==> src/dcr_defs.svh <==
`ifndef DCR_DEFS_SVH
`define DCR_DEFS_SVH

// Register offsets
`define DCR_OFF_HWCFG      4'h0
`define DCR_OFF_STATUS     4'h4
`define DCR_OFF_RESV       4'h8

// hardware_config_reg fields
`define DCR_BIT_DCE        0
`define DCR_BIT_ICE        1
`define DCR_BIT_DCACHE_LOCK      2
`define DCR_BIT_DCACHE_FLASH_INVALIDATE       3
`define DCR_BIT_ICACHE_FLASH_INVALIDATE       4

// Status register fields
`define DCR_BIT_ST_RESV    0
`define DCR_BIT_ST_QBUSY   1
`define DCR_BIT_ST_SBUSY   2
`define DCR_BIT_ST_DFI     3

// Configuration reset value
`define DCR_CFG_RST        1'b0

// Page attribute bits
`define DCR_ATTR_W         3
`define DCR_ATTR_I         2

// 32-byte reservation granule
`define DCR_GRAN_LSB       5

// Bus transfer types
`define DCR_TT_READ        5'h0a
`define DCR_TT_RWITM       5'h0e
`define DCR_TT_WRITE       5'h02
`define DCR_TT_ADDR_ONLY   5'h04
`define DCR_TT_READ_ATOM   5'h1a
`define DCR_TT_RWITM_ATOM  5'h1e
`define DCR_TT_WRITE_COND  5'h06

`endif

==> src/dcr_pkg.sv <==
package dcr_pkg;

   // Memory access operations from the load/store pipeline
   typedef enum logic [3:0] {
      DCR_OP_LOAD  = 4'h0,
      DCR_OP_STORE = 4'h1,
      DCR_OP_LWARX = 4'h2,
      DCR_OP_STWCX = 4'h3,
      DCR_OP_DCBZ  = 4'h4,
      DCR_OP_DCBT  = 4'h5,
      DCR_OP_DCBF  = 4'h6,
      DCR_OP_DCBST = 4'h7,
      DCR_OP_DCBI  = 4'h8
   } dcr_op_e;

   // Reservation unit state
   typedef struct packed {
      logic        held;
      logic [26:0] gran;
   } dcr_resv_s;

   // Controller state
   typedef struct packed {
      logic              dce;
      logic              ice;
      logic              dcache_lock;
      logic              dfi;
      logic              ifi;
      logic [7:0]        vld;
      logic [7:0][23:0]  tag;
      logic              s_vld;
      dcr_op_e           s_op;
      logic [31:0]       s_addr;
      logic [3:0]        s_attr;
      logic              s_fault;
      logic              mreq;
      dcr_op_e           q_op;
      logic              q_alloc;
      logic              q_resp;
      logic [31:0]       maddr;
      logic [4:0]        mttype;
      logic              mburst;
      logic              mwrite;
      logic              mci;
      logic              req_ready;
      logic              rsp_valid;
      logic              rsp_fault;
      logic              rsp_align;
      logic              sc_done;
      logic              succ;
      logic              l1_upd;
      logic [31:0]       rdata;
   } dcr_top_s;

endpackage

==> src/dcr_resv_if.sv <==
`timescale 1ns/1ns
interface dcr_resv_if;
   logic        set;
   logic [26:0] set_gran;
   logic        sc_cancel;
   logic        drop;
   logic        snp_kill;
   logic [26:0] snp_gran;
   logic        held;
   logic [26:0] held_gran;

   // Reservation keeper
   modport owner (input set, set_gran, sc_cancel, drop, snp_kill, snp_gran,
                  output held, held_gran);
   // Controller side
   modport user  (output set, set_gran, sc_cancel, drop, snp_kill, snp_gran,
                  input held, held_gran);
endinterface

==> src/dcr_l1dc_ctrl.sv <==
// Strobed register access and the placing of the registers were chosen for this implementation.
`timescale 1ns/1ns
`include "dcr_defs.svh"
// How it works
// - One request stage feeds translation and cache strictly in program order.
// - Loads pass checked stores only when their granules differ.
// - Accesses matching the queued miss granule stall until it completes.
// - Load-reserve loads the word and reserves its aligned 32-byte granule.
// - Every non-faulting store-conditional from this core cancels the reservation.
// - Snooped foreign write or invalidate to the granule cancels the reservation.
// - Store-conditional checks only reservation existence; failure clears success flag.
// - Load-reserve miss fills a block if cacheable, else single-beat load.
// - Reserve and conditional bus operations carry their own transfer types.
// - Store-conditional is always write-through; only the page inhibit attribute is passed on.
// - L2 hit completes store-conditional there; a miss goes to the bus.
// - Successful store-conditional updates a hitting line and sets the flag.
// - No reservation: store-conditional ends with no transaction, caches untouched.
// - Hard reset invalidates the data cache only; soft reset keeps contents.
// - Flash-invalidate bit invalidates, self-clears next clock when cache enabled.
// - Data cache enable resets to zero.
// - Disabled cache ignores tags on loads and stores; those go out single-beat.
// - Cache-inhibit output always follows the page inhibit attribute.
// - No snooping of cache tags while the data cache is disabled.
// - Disabled: block-zero faults, touch is no-op, flush/store/invalidate still act.
// - Locked: hits served, misses go single-beat without allocation.
// - Locked cache snoops like unlocked; killed lines stay invalid while locked.
module dcr_l1dc_ctrl (
   // Clock and resets
   input  wire logic        ref_clk,
   input  wire logic        nrst,
   input  wire logic        soft_rst,
   // Register port
   input  wire logic [3:0]  reg_addr,
   input  wire logic [31:0] reg_wdata,
   input  wire logic        reg_wstrb,
   input  wire logic        reg_rstrb,
   output logic      [31:0] reg_rdata,
   // Load/store pipeline requests
   input  wire logic        req_valid,
   output logic             req_ready,
   input  wire logic [3:0]  req_op,
   input  wire logic [31:0] req_addr,
   input  wire logic [3:0]  page_attr_bits,
   input  wire logic        req_fault,
   // Load/store pipeline answers
   output logic             rsp_valid,
   output logic             rsp_fault,
   output logic             rsp_align_exc,
   output logic             sc_done,
   output logic             store_success_flag,
   output logic             l1_update,
   // L2 / system bus request
   output logic             mem_req_valid,
   output logic      [31:0] mem_req_addr,
   output logic      [4:0]  mem_req_ttype,
   output logic             mem_req_burst,
   output logic             mem_req_write,
   output logic             cache_inhibit_attr_out,
   input  wire logic        mem_done,
   input  wire logic        mem_ok,
   // Snooped bus traffic from other masters
   input  wire logic        snoop_valid,
   input  wire logic        snoop_global,
   input  wire logic        snoop_kill,
   input  wire logic [31:0] snoop_addr,
   // Instruction cache control
   output logic             icache_flash_invalidate
);

   dcr_pkg::dcr_top_s r_reg;
   dcr_pkg::dcr_top_s r_next;

   dcr_resv_if rif ();

   logic [2:0]  s_idx;
   logic [23:0] s_tag;
   logic        tag_hit;
   logic        inhib;
   logic        hit;
   logic        q_match;
   logic [2:0]  sn_idx;
   logic        sn_hit;
   logic [2:0]  m_idx;
   logic        m_hit;
   logic        set_resv;
   logic        sc_cancel;
   logic        s_done;
   logic [7:0]  line_hit;

   // Reservation keeper
   dcr_resv u_resv (
      .ref_clk (ref_clk),
      .nrst    (nrst),
      .rif     (rif)
   );

   // Per-line tag compare
   genvar gi;
   generate
      for (gi = 0; gi < 8; gi++) begin : g_line
         assign line_hit[gi] = r_reg.vld[gi] && (r_reg.tag[gi] == s_tag);
      end
   endgenerate

   // Lookup of the staged access
   assign s_idx   = r_reg.s_addr[7:5];
   assign s_tag   = r_reg.s_addr[31:8];
   assign tag_hit = line_hit[s_idx];
   assign inhib   = r_reg.s_attr[`DCR_ATTR_I];
   assign hit     = r_reg.dce && tag_hit && !inhib;
   assign q_match = r_reg.mreq && (r_reg.maddr[31:5] == r_reg.s_addr[31:5]);

   // Snoop and fill lookups
   assign sn_idx = snoop_addr[7:5];
   assign sn_hit = r_reg.vld[sn_idx] && (r_reg.tag[sn_idx] == snoop_addr[31:8]);
   assign m_idx  = r_reg.maddr[7:5];
   assign m_hit  = r_reg.vld[m_idx] && (r_reg.tag[m_idx] == r_reg.maddr[31:8]);

   // Reservation unit hookup
   assign rif.set       = set_resv;
   assign rif.set_gran  = r_reg.s_addr[31:`DCR_GRAN_LSB];
   assign rif.sc_cancel = sc_cancel;
   assign rif.drop      = soft_rst;
   assign rif.snp_kill  = snoop_valid && snoop_global && snoop_kill;
   assign rif.snp_gran  = snoop_addr[31:`DCR_GRAN_LSB];

   // Next-state logic
   always_comb begin
      r_next           = r_reg;
      set_resv         = 1'b0;
      sc_cancel        = 1'b0;
      s_done           = 1'b0;
      r_next.rsp_valid = 1'b0;
      r_next.rsp_fault = 1'b0;
      r_next.rsp_align = 1'b0;
      r_next.sc_done   = 1'b0;
      r_next.l1_upd    = 1'b0;
      r_next.rdata     = '0;

      // Staged access in program order
      if (r_reg.s_vld) begin
         if (r_reg.s_fault) begin
            r_next.rsp_valid = 1'b1;
            r_next.rsp_fault = 1'b1;
            s_done           = 1'b1;
         end else begin
            case (r_reg.s_op)
               dcr_pkg::DCR_OP_LOAD, dcr_pkg::DCR_OP_LWARX: begin
                  if (q_match) begin
                     s_done = 1'b0;
                  end else if (hit) begin
                     set_resv         = (r_reg.s_op == dcr_pkg::DCR_OP_LWARX);
                     r_next.rsp_valid = 1'b1;
                     s_done           = 1'b1;
                  end else if (!r_reg.mreq) begin
                     set_resv       = (r_reg.s_op == dcr_pkg::DCR_OP_LWARX);
                     r_next.mreq    = 1'b1;
                     r_next.maddr   = r_reg.s_addr;
                     r_next.mwrite  = 1'b0;
                     r_next.mci     = inhib;
                     r_next.mburst  = r_reg.dce && !r_reg.dcache_lock && !inhib;
                     r_next.q_alloc = r_reg.dce && !r_reg.dcache_lock && !inhib;
                     r_next.q_resp  = 1'b1;
                     r_next.q_op    = r_reg.s_op;
                     if (r_reg.s_op == dcr_pkg::DCR_OP_LWARX) begin
                        r_next.mttype = (r_reg.dce && !r_reg.dcache_lock && !inhib) ?
                                        `DCR_TT_RWITM_ATOM : `DCR_TT_READ_ATOM;
                     end else begin
                        r_next.mttype = (r_reg.dce && !r_reg.dcache_lock && !inhib) ?
                                        `DCR_TT_RWITM : `DCR_TT_READ;
                     end
                     s_done = 1'b1;
                  end
               end
               dcr_pkg::DCR_OP_STORE: begin
                  if (q_match) begin
                     s_done = 1'b0;
                  end else if (hit && !r_reg.s_attr[`DCR_ATTR_W]) begin
                     r_next.rsp_valid = 1'b1;
                     s_done           = 1'b1;
                  end else if (!r_reg.mreq) begin
                     r_next.mreq      = 1'b1;
                     r_next.maddr     = r_reg.s_addr;
                     r_next.mwrite    = 1'b1;
                     r_next.mci       = inhib;
                     r_next.mburst    = 1'b0;
                     r_next.mttype    = `DCR_TT_WRITE;
                     r_next.q_alloc   = 1'b0;
                     r_next.q_resp    = 1'b0;
                     r_next.q_op      = r_reg.s_op;
                     r_next.rsp_valid = 1'b1;
                     s_done           = 1'b1;
                  end
               end
               dcr_pkg::DCR_OP_STWCX: begin
                  if (!r_reg.mreq) begin
                     sc_cancel = 1'b1;
                     if (!rif.held) begin
                        r_next.sc_done   = 1'b1;
                        r_next.succ      = 1'b0;
                        r_next.rsp_valid = 1'b1;
                     end else begin
                        r_next.mreq    = 1'b1;
                        r_next.maddr   = r_reg.s_addr;
                        r_next.mwrite  = 1'b1;
                        r_next.mci     = inhib;
                        r_next.mburst  = 1'b0;
                        r_next.mttype  = `DCR_TT_WRITE_COND;
                        r_next.q_alloc = 1'b0;
                        r_next.q_resp  = 1'b1;
                        r_next.q_op    = r_reg.s_op;
                     end
                     s_done = 1'b1;
                  end
               end
               dcr_pkg::DCR_OP_DCBZ: begin
                  if (!r_reg.dce || inhib || r_reg.s_attr[`DCR_ATTR_W]) begin
                     r_next.rsp_valid = 1'b1;
                     r_next.rsp_align = 1'b1;
                     s_done           = 1'b1;
                  end else if (!q_match) begin
                     if (!tag_hit && !r_reg.dcache_lock) begin
                        r_next.vld[s_idx] = 1'b1;
                        r_next.tag[s_idx] = s_tag;
                     end
                     r_next.rsp_valid = 1'b1;
                     s_done           = 1'b1;
                  end
               end
               dcr_pkg::DCR_OP_DCBT: begin
                  if (!r_reg.dce || hit || inhib || r_reg.dcache_lock) begin
                     r_next.rsp_valid = 1'b1;
                     s_done           = 1'b1;
                  end else if (!q_match && !r_reg.mreq) begin
                     r_next.mreq      = 1'b1;
                     r_next.maddr     = r_reg.s_addr;
                     r_next.mwrite    = 1'b0;
                     r_next.mci       = inhib;
                     r_next.mburst    = 1'b1;
                     r_next.mttype    = `DCR_TT_RWITM;
                     r_next.q_alloc   = 1'b1;
                     r_next.q_resp    = 1'b0;
                     r_next.q_op      = r_reg.s_op;
                     r_next.rsp_valid = 1'b1;
                     s_done           = 1'b1;
                  end
               end
               dcr_pkg::DCR_OP_DCBF, dcr_pkg::DCR_OP_DCBST, dcr_pkg::DCR_OP_DCBI: begin
                  if (!r_reg.mreq) begin
                     if (tag_hit && (r_reg.s_op != dcr_pkg::DCR_OP_DCBST)) begin
                        r_next.vld[s_idx] = 1'b0;
                     end
                     r_next.mreq      = 1'b1;
                     r_next.maddr     = r_reg.s_addr;
                     r_next.mwrite    = 1'b0;
                     r_next.mci       = inhib;
                     r_next.mburst    = 1'b0;
                     r_next.mttype    = `DCR_TT_ADDR_ONLY;
                     r_next.q_alloc   = 1'b0;
                     r_next.q_resp    = 1'b0;
                     r_next.q_op      = r_reg.s_op;
                     r_next.rsp_valid = 1'b1;
                     s_done           = 1'b1;
                  end
               end
               default: begin
                  r_next.rsp_valid = 1'b1;
                  s_done           = 1'b1;
               end
            endcase
         end
      end
      if (s_done) begin
         r_next.s_vld = 1'b0;
      end

      // Queued request completes
      if (r_reg.mreq && mem_done) begin
         r_next.mreq = 1'b0;
         if (r_reg.q_alloc && mem_ok && !r_reg.dcache_lock) begin
            r_next.vld[m_idx] = 1'b1;
            r_next.tag[m_idx] = r_reg.maddr[31:8];
         end
         if (r_reg.q_op == dcr_pkg::DCR_OP_STWCX) begin
            r_next.sc_done   = 1'b1;
            r_next.succ      = mem_ok;
            r_next.l1_upd    = mem_ok && m_hit && r_reg.dce;
            r_next.rsp_valid = 1'b1;
         end else if (r_reg.q_resp) begin
            r_next.rsp_valid = 1'b1;
         end
      end

      // Take next access into the stage
      if (r_reg.req_ready && req_valid) begin
         r_next.s_vld   = 1'b1;
         r_next.s_op    = dcr_pkg::dcr_op_e'(req_op);
         r_next.s_addr  = req_addr;
         r_next.s_attr  = page_attr_bits;
         r_next.s_fault = req_fault;
      end

      // Snoop kill; lock ignored
      if (r_reg.dce && snoop_valid && snoop_global && snoop_kill && sn_hit) begin
         r_next.vld[sn_idx] = 1'b0;
      end

      // Flash invalidate, self-clear when enabled
      if (r_reg.dfi) begin
         r_next.vld = '0;
         if (r_reg.dce) begin
            r_next.dfi = 1'b0;
         end
      end
      if (r_reg.ifi && r_reg.ice) begin
         r_next.ifi = 1'b0;
      end

      // Register writes; a late clear is harmless
      if (reg_wstrb) begin
         if (reg_addr == `DCR_OFF_HWCFG) begin
            r_next.dce   = reg_wdata[`DCR_BIT_DCE];
            r_next.ice   = reg_wdata[`DCR_BIT_ICE];
            r_next.dcache_lock = reg_wdata[`DCR_BIT_DCACHE_LOCK];
            r_next.dfi   = reg_wdata[`DCR_BIT_DCACHE_FLASH_INVALIDATE];
            r_next.ifi   = reg_wdata[`DCR_BIT_ICACHE_FLASH_INVALIDATE];
         end
      end

      // Register reads, data next cycle
      if (reg_rstrb) begin
         if (reg_addr == `DCR_OFF_HWCFG) begin
            r_next.rdata[`DCR_BIT_DCE]   = r_reg.dce;
            r_next.rdata[`DCR_BIT_ICE]   = r_reg.ice;
            r_next.rdata[`DCR_BIT_DCACHE_LOCK] = r_reg.dcache_lock;
            r_next.rdata[`DCR_BIT_DCACHE_FLASH_INVALIDATE]  = r_reg.dfi;
            r_next.rdata[`DCR_BIT_ICACHE_FLASH_INVALIDATE]  = r_reg.ifi;
         end else if (reg_addr == `DCR_OFF_STATUS) begin
            r_next.rdata[`DCR_BIT_ST_RESV]  = rif.held;
            r_next.rdata[`DCR_BIT_ST_QBUSY] = r_reg.mreq;
            r_next.rdata[`DCR_BIT_ST_SBUSY] = r_reg.s_vld;
            r_next.rdata[`DCR_BIT_ST_DFI]   = r_reg.dfi;
         end else if (reg_addr == `DCR_OFF_RESV) begin
            r_next.rdata = {rif.held_gran, 5'h00};
         end else begin
            r_next.rdata = '0;
         end
      end

      // Soft reset keeps cache contents
      if (soft_rst) begin
         r_next.s_vld     = 1'b0;
         r_next.mreq      = 1'b0;
         r_next.rsp_valid = 1'b0;
         r_next.sc_done   = 1'b0;
         r_next.l1_upd    = 1'b0;
      end
      r_next.req_ready = !r_next.s_vld && !soft_rst;
   end

   // State register; hard reset invalidates the data cache only
   always_ff @(posedge ref_clk or negedge nrst) begin
      if (!nrst) begin
         r_reg       <= '0;
         r_reg.dce   <= `DCR_CFG_RST;
         r_reg.ice   <= `DCR_CFG_RST;
         r_reg.dcache_lock <= `DCR_CFG_RST;
      end else begin
         r_reg <= r_next;
      end
   end

   // Registered outputs
   assign reg_rdata               = r_reg.rdata;
   assign req_ready               = r_reg.req_ready;
   assign rsp_valid               = r_reg.rsp_valid;
   assign rsp_fault               = r_reg.rsp_fault;
   assign rsp_align_exc           = r_reg.rsp_align;
   assign sc_done                 = r_reg.sc_done;
   assign store_success_flag      = r_reg.succ;
   assign l1_update               = r_reg.l1_upd;
   assign mem_req_valid           = r_reg.mreq;
   assign mem_req_addr            = r_reg.maddr;
   assign mem_req_ttype           = r_reg.mttype;
   assign mem_req_burst           = r_reg.mburst;
   assign mem_req_write           = r_reg.mwrite;
   assign cache_inhibit_attr_out  = r_reg.mci;
   assign icache_flash_invalidate = r_reg.ifi;

endmodule

==> src/dcr_resv.sv <==
`timescale 1ns/1ns
module dcr_resv (
   // Clock and reset
   input  wire logic ref_clk,
   input  wire logic nrst,
   // Controller link
   dcr_resv_if.owner rif
);

   dcr_pkg::dcr_resv_s r_reg;
   dcr_pkg::dcr_resv_s r_next;

   // New set wins over any cancel
   always_comb begin
      r_next = r_reg;
      if (rif.drop || rif.sc_cancel) begin
         r_next.held = 1'b0;
      end
      if (rif.snp_kill && r_reg.held && (rif.snp_gran == r_reg.gran)) begin
         r_next.held = 1'b0;
      end
      if (rif.set) begin
         r_next.held = 1'b1;
         r_next.gran = rif.set_gran;
      end
   end

   // State register
   always_ff @(posedge ref_clk or negedge nrst) begin
      if (!nrst) begin
         r_reg <= '0;
      end else begin
         r_reg <= r_next;
      end
   end

   // Only existence matters to the conditional store
   assign rif.held      = r_reg.held;
   assign rif.held_gran = r_reg.gran;

endmodule

==> config.mk <==
export PLATFORM = sky130hd
export DESIGN_NAME = dcr_l1dc_ctrl
export DESIGN_NICKNAME = d
export VERILOG_FILES = /design/src/dcr_pkg.sv /design/src/dcr_resv_if.sv /design/src/dcr_l1dc_ctrl.sv /design/src/dcr_resv.sv
export VERILOG_INCLUDE_DIRS = /design/src
export SDC_FILE = /design/constraint.sdc
export NUM_CORES = 1
export LEC_CHECK = 0
export ABC_AREA = 1
export BUFFER_PORTS_ARGS = -buffer_cell sky130_fd_sc_hd__buf_4
export CAP_MARGIN = 20
export CORE_UTILIZATION = 30
export DETAILED_ROUTE_END_ITERATION = 8
export GPL_TIMING_DRIVEN = 0
export PLACE_DENSITY = 0.52
export SYNTH_ARGS = -nofsm -noshare
export SYNTH_HDL_FRONTEND = slang
export SYNTH_SLANG_ARGS = --single-unit
==> constraint.sdc <==
create_clock -name ref_clk -period 2.58 [get_ports ref_clk]
set_clock_uncertainty 0.1 [all_clocks]
set_input_delay 0.387 -clock ref_clk [delete_from_list [all_inputs] [get_ports ref_clk]]
set_output_delay 0.387 -clock ref_clk [all_outputs]
set_load 0.01 [all_outputs]
# --- Yosys cells after proc, flatten, opt, wreduce, memory -nomap -nowiden ---
# Cells that the tools add are included.
op_classes:
  shift: 0
  n_lt_le_gt_ge: 6
  div: 0
  mul: 0
  bitwise: 7
  n_mux: 114
  add_sub_neg: 0
  n_eq_ne: 42
  n_reduce_logical: 65
op_table:
  columns: ["cell", "n"]
  rows:
  - ["200-bit 2-to-1 mux", 7]
  - ["47-bit 2-to-1 mux", 10]
  - ["192-bit bitwise mux", 2]
  - ["24-bit == test", 10]
  - ["47-bit case mux with 5 select lines", 1]
  - ["192-bit 2-to-1 mux", 1]
  - ["24-bit binary-select mux with 3-bit select", 2]
  - ["24-bit demux with 3-bit select", 2]
  - ["46-bit 2-to-1 mux", 3]
  - ["24-bit 2-to-1 mux", 4]
  - ["32-bit 2-to-1 mux", 2]
  - ["28-bit 2-to-1 mux", 2]
  - ["27-bit == test", 2]
  - ["1-bit 2-to-1 mux", 49]
  - ["42-bit 2-to-1 mux", 1]
  - ["1-bit logical AND", 38]
  - ["8-bit 2-to-1 mux", 4]
  - ["27-bit 2-to-1 mux", 1]
  - ["4-bit inequality test (second input constant)", 6]
  - ["4-bit by 3-bit == test with 1-bit output (second input constant)", 5]
  - ["2-bit inequality test (second input constant)", 10]
  - ["8-bit bitwise AND", 2]
  - ["8-bit inverter", 2]
  - ["8-bit OR", 2]
  - ["30 further kinds", 66]
word_totals:
  latch_bits: 0
  inputBits: 120
  memories: 0
  wordCells: 272
  reg_bits: 361
  mem_bits_rw: 0
  rom_bits: 0
  out_inout_bits: 81

# --- Longest topological paths before layout ---
# Gate-level depths: netlist (run 1).
logic_depth:
  word_depth: 18
  mapped_depth: 21
  ltp_nobuf: 17

# --- By module ---
# A second synthesis (run 1) with hierarchy kept.
hier_totals:
  hier_cells: 3951
  hier_area_um2: 25364.3
by_module_without_submodules:
  columns: ["module", "cells_per_inst", "n_inst", "area_per_inst_um2", "seq_area_each_um2"]
  rows:
  - ["dcr_l1dc_ctrl", 3699, 1, 23772.8, 8232.9]
  - ["dcr_resv", 252, 1, 1591.5, 700.7]

# --- Worst setup path after synthesis (run 1) ---
# OpenSTA, ideal clock, no wires.
synth_timing:
  path_type: "input to register"
  from: "in snoop_addr[6]"
  to: "reg r_reg[320] (netlist name)"
  slack_ns: 0.154
  path_stages: 13
  n_path_buf: 2
  arrival_time_ns: 2.204
  setup_ns: 0.122
  path_cell_list: "clkbuf_1 nor2_1 clkbuf_1 o211ai_1 o211ai_1 nor2_1 a21o_1 nor3_1 nand2_1 nor2_2 nand3_1 nand2_1 a21oi_1"
synth_rtl:
  columns: ["element", "line", "text"]
  rows:
  - ["start, declared", "dcr_l1dc_ctrl.sv:65", "input wire logic [31:0] snoop_addr,"]
  - ["end signal, assigned", "dcr_l1dc_ctrl.sv:369", "r_reg <= r_next;"]
  - ["end, declared", "dcr_l1dc_ctrl.sv:70", "dcr_pkg::dcr_top_s r_reg;"]

==> results of run 1 <==
-- per-layer routing --
metal | GRT usage, % | wire (um) | vias up
li1 | - | - | 13000
met1 | 48.7 | 63800 | 14100
met2 | 51.3 | 63500 | 1796
met3 | 7.98 | 16800 | 374
met4 | 17.5 | 8920 | 2
met5 | 0 | 20 | -
-- Yosys cell counts, types with 49 or more instances --
| cell | n |
|---|---|
| a21oi_1 | 91 |
| buf_2 | 54 |
| buf_4 | 91 |
| clkbuf_1 | 122 |
| dfrtp_1 | 357 |
| inv_1 | 459 |
| nand2_1 | 1483 |
| nand3_1 | 270 |
| nor2_1 | 328 |
| o211ai_1 | 61 |
| o21ai_0 | 276 |
| xnor2_1 | 49 |
| xor2_1 | 57 |
-- area by class of cell --
class / instances / share of cell area (%)
Buffer: 278 / 6.87
Sequential cell: 357 / 27.5
Multi-Input combinational cell: 2819 / 41.3
Inverter: 498 / 6.37
Clock buffer: 61 / 3.98
Antenna cell: 3 / 0.0230
Tap cell: 1070 / 4.11
Timing Repair Buffer: 312 / 9.08
Clock inverter: 17 / 0.771
-- placed cells by master, fill, tap and decap left out, drive strengths merged, types with 10 or more instances in the layout --
master / count
buf: 413
inv: 468
o21ai: 314
dlygate4sd3: 50
o22ai: 24
clkinv: 30
dfrtp: 357
nor4: 10
a21oi: 93
o211ai: 61
xor2: 57
nor3: 40
nor2: 331
clkbuf: 186
nand2: 1483
nand3: 278
nand4: 36
xnor2: 49
clkinvlp: 11
-- final timing paths --
| check | start | end | slack, ns | depth (start not counted) |
|---|---|---|---|---|
| setup / recovery | r_reg[104] | r_reg[142] | -0.64 | 20 |
| hold / removal | reg_wstrb | icache_flash_invalidate | 0.03 | 4 |
| setup reg to reg | r_reg[104] | r_reg[142] | -0.64 | 20 |
| hold reg to reg | r_reg[79] | r_reg[79] | 0.38 | 2 |
| max in group asynchronous | nrst | mem_req_valid | 0.58 | 4 |
| min in group asynchronous | nrst | r_reg[138] | 0.23 | 2 |
-- power by group through the flow --
| stage | Sequential (mW) | Clock, mW | Combinational (mW) |
|---|---|---|---|
| after floorplan | 6.87 | 0 | 5.03 |
| after global placement | 7.44 | 0 | 9.35 |
| after detailed placement | 7.43 | 0 | 9.39 |
| after CTS | 7.45 | 6.91 | 10.6 |
| after global routing | 7.53 | 7.07 | 11.5 |
| final | 7.51 | 6.82 | 11.2 |
-- what timing repair did --
action | in CTS | in global routing
resized for setup | 516 | 87
setup buffers | 59 | 13
hold endpoints to repair | 114 | 0
hold buffers | 50 | 0
pin swaps | 38 | 26
gates cloned | 7 | 3
setup endpoints to repair | 277 | 277
-- cells by family after synthesis --
group | Yosys count | share of synthesized area (%)
AOI/OAI and AO/OA | 529 | 11.8
and+or+nand+nor | 2183 | 35.2
DFF | 357 | 35.7
other | 1 | 0.0150
xor gates and xnor gates | 106 | 3.71
buffers and inverters | 778 | 13.5
-- tightest hold or removal path, cell delays in order --
cell     delay [ns]
buf_4          0.08
nand2_1        0.10
nand3_1        0.08
nand2_1        0.04
-- per-stage QoR --
stage	total power, mW	setup TNS, ns	area, um^2	hold slack, ns
3_5_place_dp	16.8	-454.13	27800	0.295
2_1_floorplan	11.9	0	25000	-0.00859
4_1_cts	25.0	-120.20	32200	0.00825
3_3_place_gp	16.8	-1521.82	27600	0.365
6_report	25.5	-142.71	32600	0.0313
5_1_grt	26.1	-162.23	32600	0.0620
==> flow_summary.json, run 1 <==
{
  "port_buffers": 163,
  "ys_types": 45,
  "dr_total_vias": 29300,
  "clock.fmax_ghz": 0.311,
  "maxCapViolations": 0,
  "timing_hold_violations_final": 0,
  "ios": 201,
  "worst_pin_slew_ns": 1.26,
  "yosysSeqAreaShare_pct": 35.7,
  "critPathMaxFanout": 10,
  "routed_wl_um": 153000,
  "vias_per_cell": 5.40,
  "nFillCells": 8926,
  "die_area_um2": 84500,
  "post-route-period-util_pct": 125,
  "die_x_um": 291,
  "worst_setup_path_start_kind": "flip-flop",
  "largest_reg_flops": 249,
  "cp.required_ns": 2.96,
  "overflow": 0,
  "drive_gt1_share_pct": 18.6,
  "firstDrtPassIters": 8,
  "final_nets": 4429,
  "ys_top_cells_by_area": "dfrtp_1, nand2_1, inv_1, o21ai_0, nand3_1",
  "cpMaxStageDelayCell": "dfrtp_2",
  "first_global_vias": 26400,
  "async_flop_share_pct": 100,
  "routedWlPerCell_um": 28.3,
  "final_core_util_pct": 39.6,
  "leakage_nw": 16.2,
  "multi_input_area_um2": 13500,
  "row_count": 105,
  "synth_cells": 3954,
  "relSlewSlack_pct": 15.7,
  "crit_chain": "buf_6 > nand2_1 > nand2_1 > nor2_1 > nand3_2 > nor2_1 > nand3_2 > nand2_1 > nand2_1 > nor2_4 > a21oi_4 > buf_12 > buf_4 > nand3_4 > inv_8 > clkbuf_16 > nand2_1 > nand3_1 > nand2_1 > inv_1",
  "layout.cells.non_filler": 5415,
  "p_per_area_nw_per_um2": 782,
  "setup_ws_ns": -0.638,
  "synth_warnings": 0,
  "synthFlopType": "dfrtp_1",
  "critPathBufInv": 6,
  "grt_usage_pct": 35.3,
  "hpwl_um": 113000,
  "cts_tree": "done",
  "die_height_um": 291,
  "cpMostUsedCell": "nand2_1",
  "drv_slew": 0,
  "crit_path_max_incr_delay_ns": 0.49,
  "synth_edf_count": 0,
  "cts_buffers": 43,
  "switching_share_pct": 45.4,
  "ant_nets": 0,
  "status": "complete, but fails checks",
  "synth_fp_nets": 4074,
  "htreeDepth": 2,
  "cts_root_buf": "clkbuf_16",
  "seqCellArea_um2": 8950,
  "critPathKind": "reg -> reg",
  "synth_top_area_share_pct": 35.7,
  "place_ws_ns": -2.16,
  "violations": "setup timing",
  "clk_pin_slew_ns": 0.06,
  "start_util_pct": 30.4,
  "avgSynthCellArea_um2": 6.32,
  "cp-end-kind": "flip-flop",
  "clk_path_buf_depth": 3,
  "sequentialPowerShare_pct": 29.5,
  "antenna_found_initial": 2,
  "combPwrFrac_pct": 43.8,
  "rsz0062_at_grt": "true",
  "setup_viol": 277,
  "clkLatencyLatePin_ns": 0.60,
  "synth-seq-cells": 357,
  "area_growth_pct": 30.4,
  "clock-sinks": 357,
  "grt_max_degree": 111,
  "first_iter_violations": 4316,
  "syn_area_um2": 25000,
  "grt_first_pass_wirelength_um": 210000,
  "drc_errors": 0,
  "peakVddDrop_uv": 373,
  "critPathArrivalTime_ns": 3.59,
  "hold_path_class": "in -> reg",
  "crit_family": "simple AND/OR/NAND/NOR gates",
  "fin_crit_ns": 3.22,
  "place_inst": 5205,
  "cell_internal_pwr_mw": 13.9,
  "yosysTopAreaCell": "dfrtp_1",
  "coreArea_um2": 82200,
  "power_frac_clock_pct": 26.8,
  "place.gp.congestion": 1.06,
  "netSwitchingPower_mw": 11.6
}
No activity file was read; power rests on OpenSTA's default activity.
==> run 2: changes to the inputs <==
Settings changed: PLACE_DENSITY 0.52 to 0.51.
Clock period 2.58 ns to 3.1 ns, I/O delays scaled along.
==> flow_summary.json, run 2 (synthesized netlist as in run 1, its figures left out) <==
{
  "status": "complete, but fails checks",
  "violations": "setup timing",
  "fin_tns_setup_ns": -4.73,
  "row_count": 105,
  "rsz0062_at_grt": "true",
  "cts_root_buf": "clkbuf_16",
  "clkLatencyLatePin_ns": 0.64,
  "routed_wl_um": 147000,
  "critPathKind": "reg -> reg",
  "clk_path_buf_depth": 3,
  "hold_path_class": "in -> reg",
  "first_global_vias": 26600,
  "leakage_nw": 16.3,
  "peakVddDrop_uv": 368,
  "setup_ws_ns": -0.109,
  "htreeDepth": 2,
  "largest_reg_flops": 249,
  "sequentialPowerShare_pct": 29.8,
  "combPwrFrac_pct": 43.2,
  "antenna_found_initial": 5,
  "cp.required_ns": 3.51,
  "grt_max_degree": 113,
  "setup_viol": 100,
  "placed_area_um2": 27700,
  "area_growth_pct": 30.9,
  "netSwitchingPower_mw": 9.55,
  "maxCapViolations": 0,
  "ant_nets": 0,
  "grt_first_pass_wirelength_um": 203000,
  "nFillCells": 8877,
  "die_x_um": 291,
  "routedWlPerCell_um": 27.1,
  "final_nets": 4432,
  "coreArea_um2": 82200,
  "hpwl_um": 108000,
  "cts_tree": "done",
  "switching_share_pct": 45.6,
  "r2r_cells": 19,
  "clk_pin_slew_ns": 0.06,
  "r2r_end": "r_reg[177]",
  "drive_gt1_share_pct": 19.9,
  "firstDrtPassIters": 7,
  "cp-end-kind": "flip-flop",
  "layout_commonest_cell": "nand2_1",
  "die_height_um": 291,
  "ios": 201,
  "crit_path_start": "r_reg[105]",
  "post-route-period-util_pct": 104,
  "dr_total_vias": 29200,
  "fin_crit_ns": 3.21,
  "worstReg2RegStart": "r_reg[105]",
  "endpoint": "r_reg[177]",
  "place_ws_ns": -1.43,
  "critPathArrivalTime_ns": 3.61,
  "first_iter_violations": 3961,
  "vias_per_cell": 5.39,
  "r2r_setup_slack_ns": -0.11,
  "overflow": 0,
  "final_cell_mix": "nand2_1, inv_1, dfrtp_1, buf_4, o21ai_0",
  "clock-sinks": 357,
  "seqCellArea_um2": 8960,
  "cell_internal_pwr_mw": 11.4,
  "p_per_area_nw_per_um2": 639,
  "drc_errors": 0,
  "cts_buffers": 44,
  "timing_hold_violations_final": 0,
  "port_buffers": 163,
  "multi_input_area_um2": 13800,
  "critPathMaxFanout": 10,
  "clock.fmax_ghz": 0.312,
  "die_area_um2": 84500,
  "start_util_pct": 30.4,
  "diodes": 0,
  "worst_setup_path_start_kind": "flip-flop",
  "final_cell_area_um2": 32700,
  "place_inst": 5196,
  "power_frac_clock_pct": 26.9,
  "drv_slew": 0,
  "layout.cells.non_filler": 5417,
  "relSlewSlack_pct": 8.92,
  "worst_pin_slew_ns": 1.37,
  "grt_usage_pct": 33.8,
  "place.gp.congestion": 1.07
}
-- run 2: worst min-delay path by stage --
| stage | to | cells after the start | startpoint | slack (ns) |
|---|---|---|---|---|
| after global placement | r_reg[91] | 2 | r_reg[91] | 0.36 |
| after global routing | r_reg[118] | 3 | req_addr[27] | 0.02 |
| final | r_reg[118] | 3 | req_addr[27] | 0.02 |
| after floorplan | cache_inhibit_attr_out | 0 | nrst | 0.07 |
| after detailed placement | r_reg[91] | 2 | r_reg[91] | 0.37 |
| after CTS | r_reg[115] | 3 | req_addr[24] | 0.006 |
-- run 2: metrics by stage --
step	power (mW)	hold WS, ns	utilization, %
CTS	20.2	0.00597	38.3
floorplan	9.90	0.0694	-
global route	21.5	0.0177	39.8
finish	20.9	0.0207	39.8
detailed placement	13.8	0.366	33.7
global placement	13.8	0.363	33.5
-- run 2: what timing repair did --
| item | CTS | global route |
|---|---|---|
| setup endpoints to repair | 277 | 262 |
| pin swaps | 47 | 81 |
| hold buffers | 45 | 0 |
| resized for setup | 405 | 292 |
| endpoints found under the hold margin | 117 | 0 |
| setup buffers | 60 | 34 |
| cloned | 2 | 3 |
-- run 2: critical path, stage by stage, from the launching register on --
cell,delay (ns)
dfrtp_1,0.40
buf_12,0.16
xor2_1,0.16
nor2_1,0.20
nand2_1,0.20
nor2_4,0.19
nand3_2,0.13
nand2_2,0.08
nand2_2,0.06
nor2_4,0.17
a21oi_4,0.09
buf_12,0.15
nand3_4,0.09
buf_12,0.17
clkinvlp_4,0.20
buf_4,0.25
nand2_1,0.08
nand3_1,0.06
nand2_1,0.06
inv_1,0.04
-- run 2: power by group through the flow --
stage / logic, mW / clock network (mW) / registers [mW]
6_report: 9.05 / 5.64 / 6.24
5_1_grt: 9.42 / 5.87 / 6.26
4_1_cts: 8.31 / 5.68 / 6.18
3_5_place_dp: 7.62 / 0 / 6.17
3_3_place_gp: 7.58 / 0 / 6.18
2_1_floorplan: 4.19 / 0 / 5.71
-- run 2: area by class of cell --
| cell class | instances | area share (%) |
|---|---|---|
| multi-input cells | 2819 | 42.3 |
| flip-flops and latches | 357 | 27.4 |
| repair buffers | 316 | 8.87 |
| plain buffers | 276 | 6.41 |
| inverters | 498 | 6.30 |
| well taps | 1070 | 4.09 |
| clock buffers | 57 | 3.73 |
| clock inverters | 24 | 0.940 |
-- run 2: routing by layer --
layer  global-route usage [%]  part of all wire, %
met3                     7.79                   11
met1                     46.3                   41
met5                        0                0.011
met2                     49.5                   42
met4                     17.1                  5.9
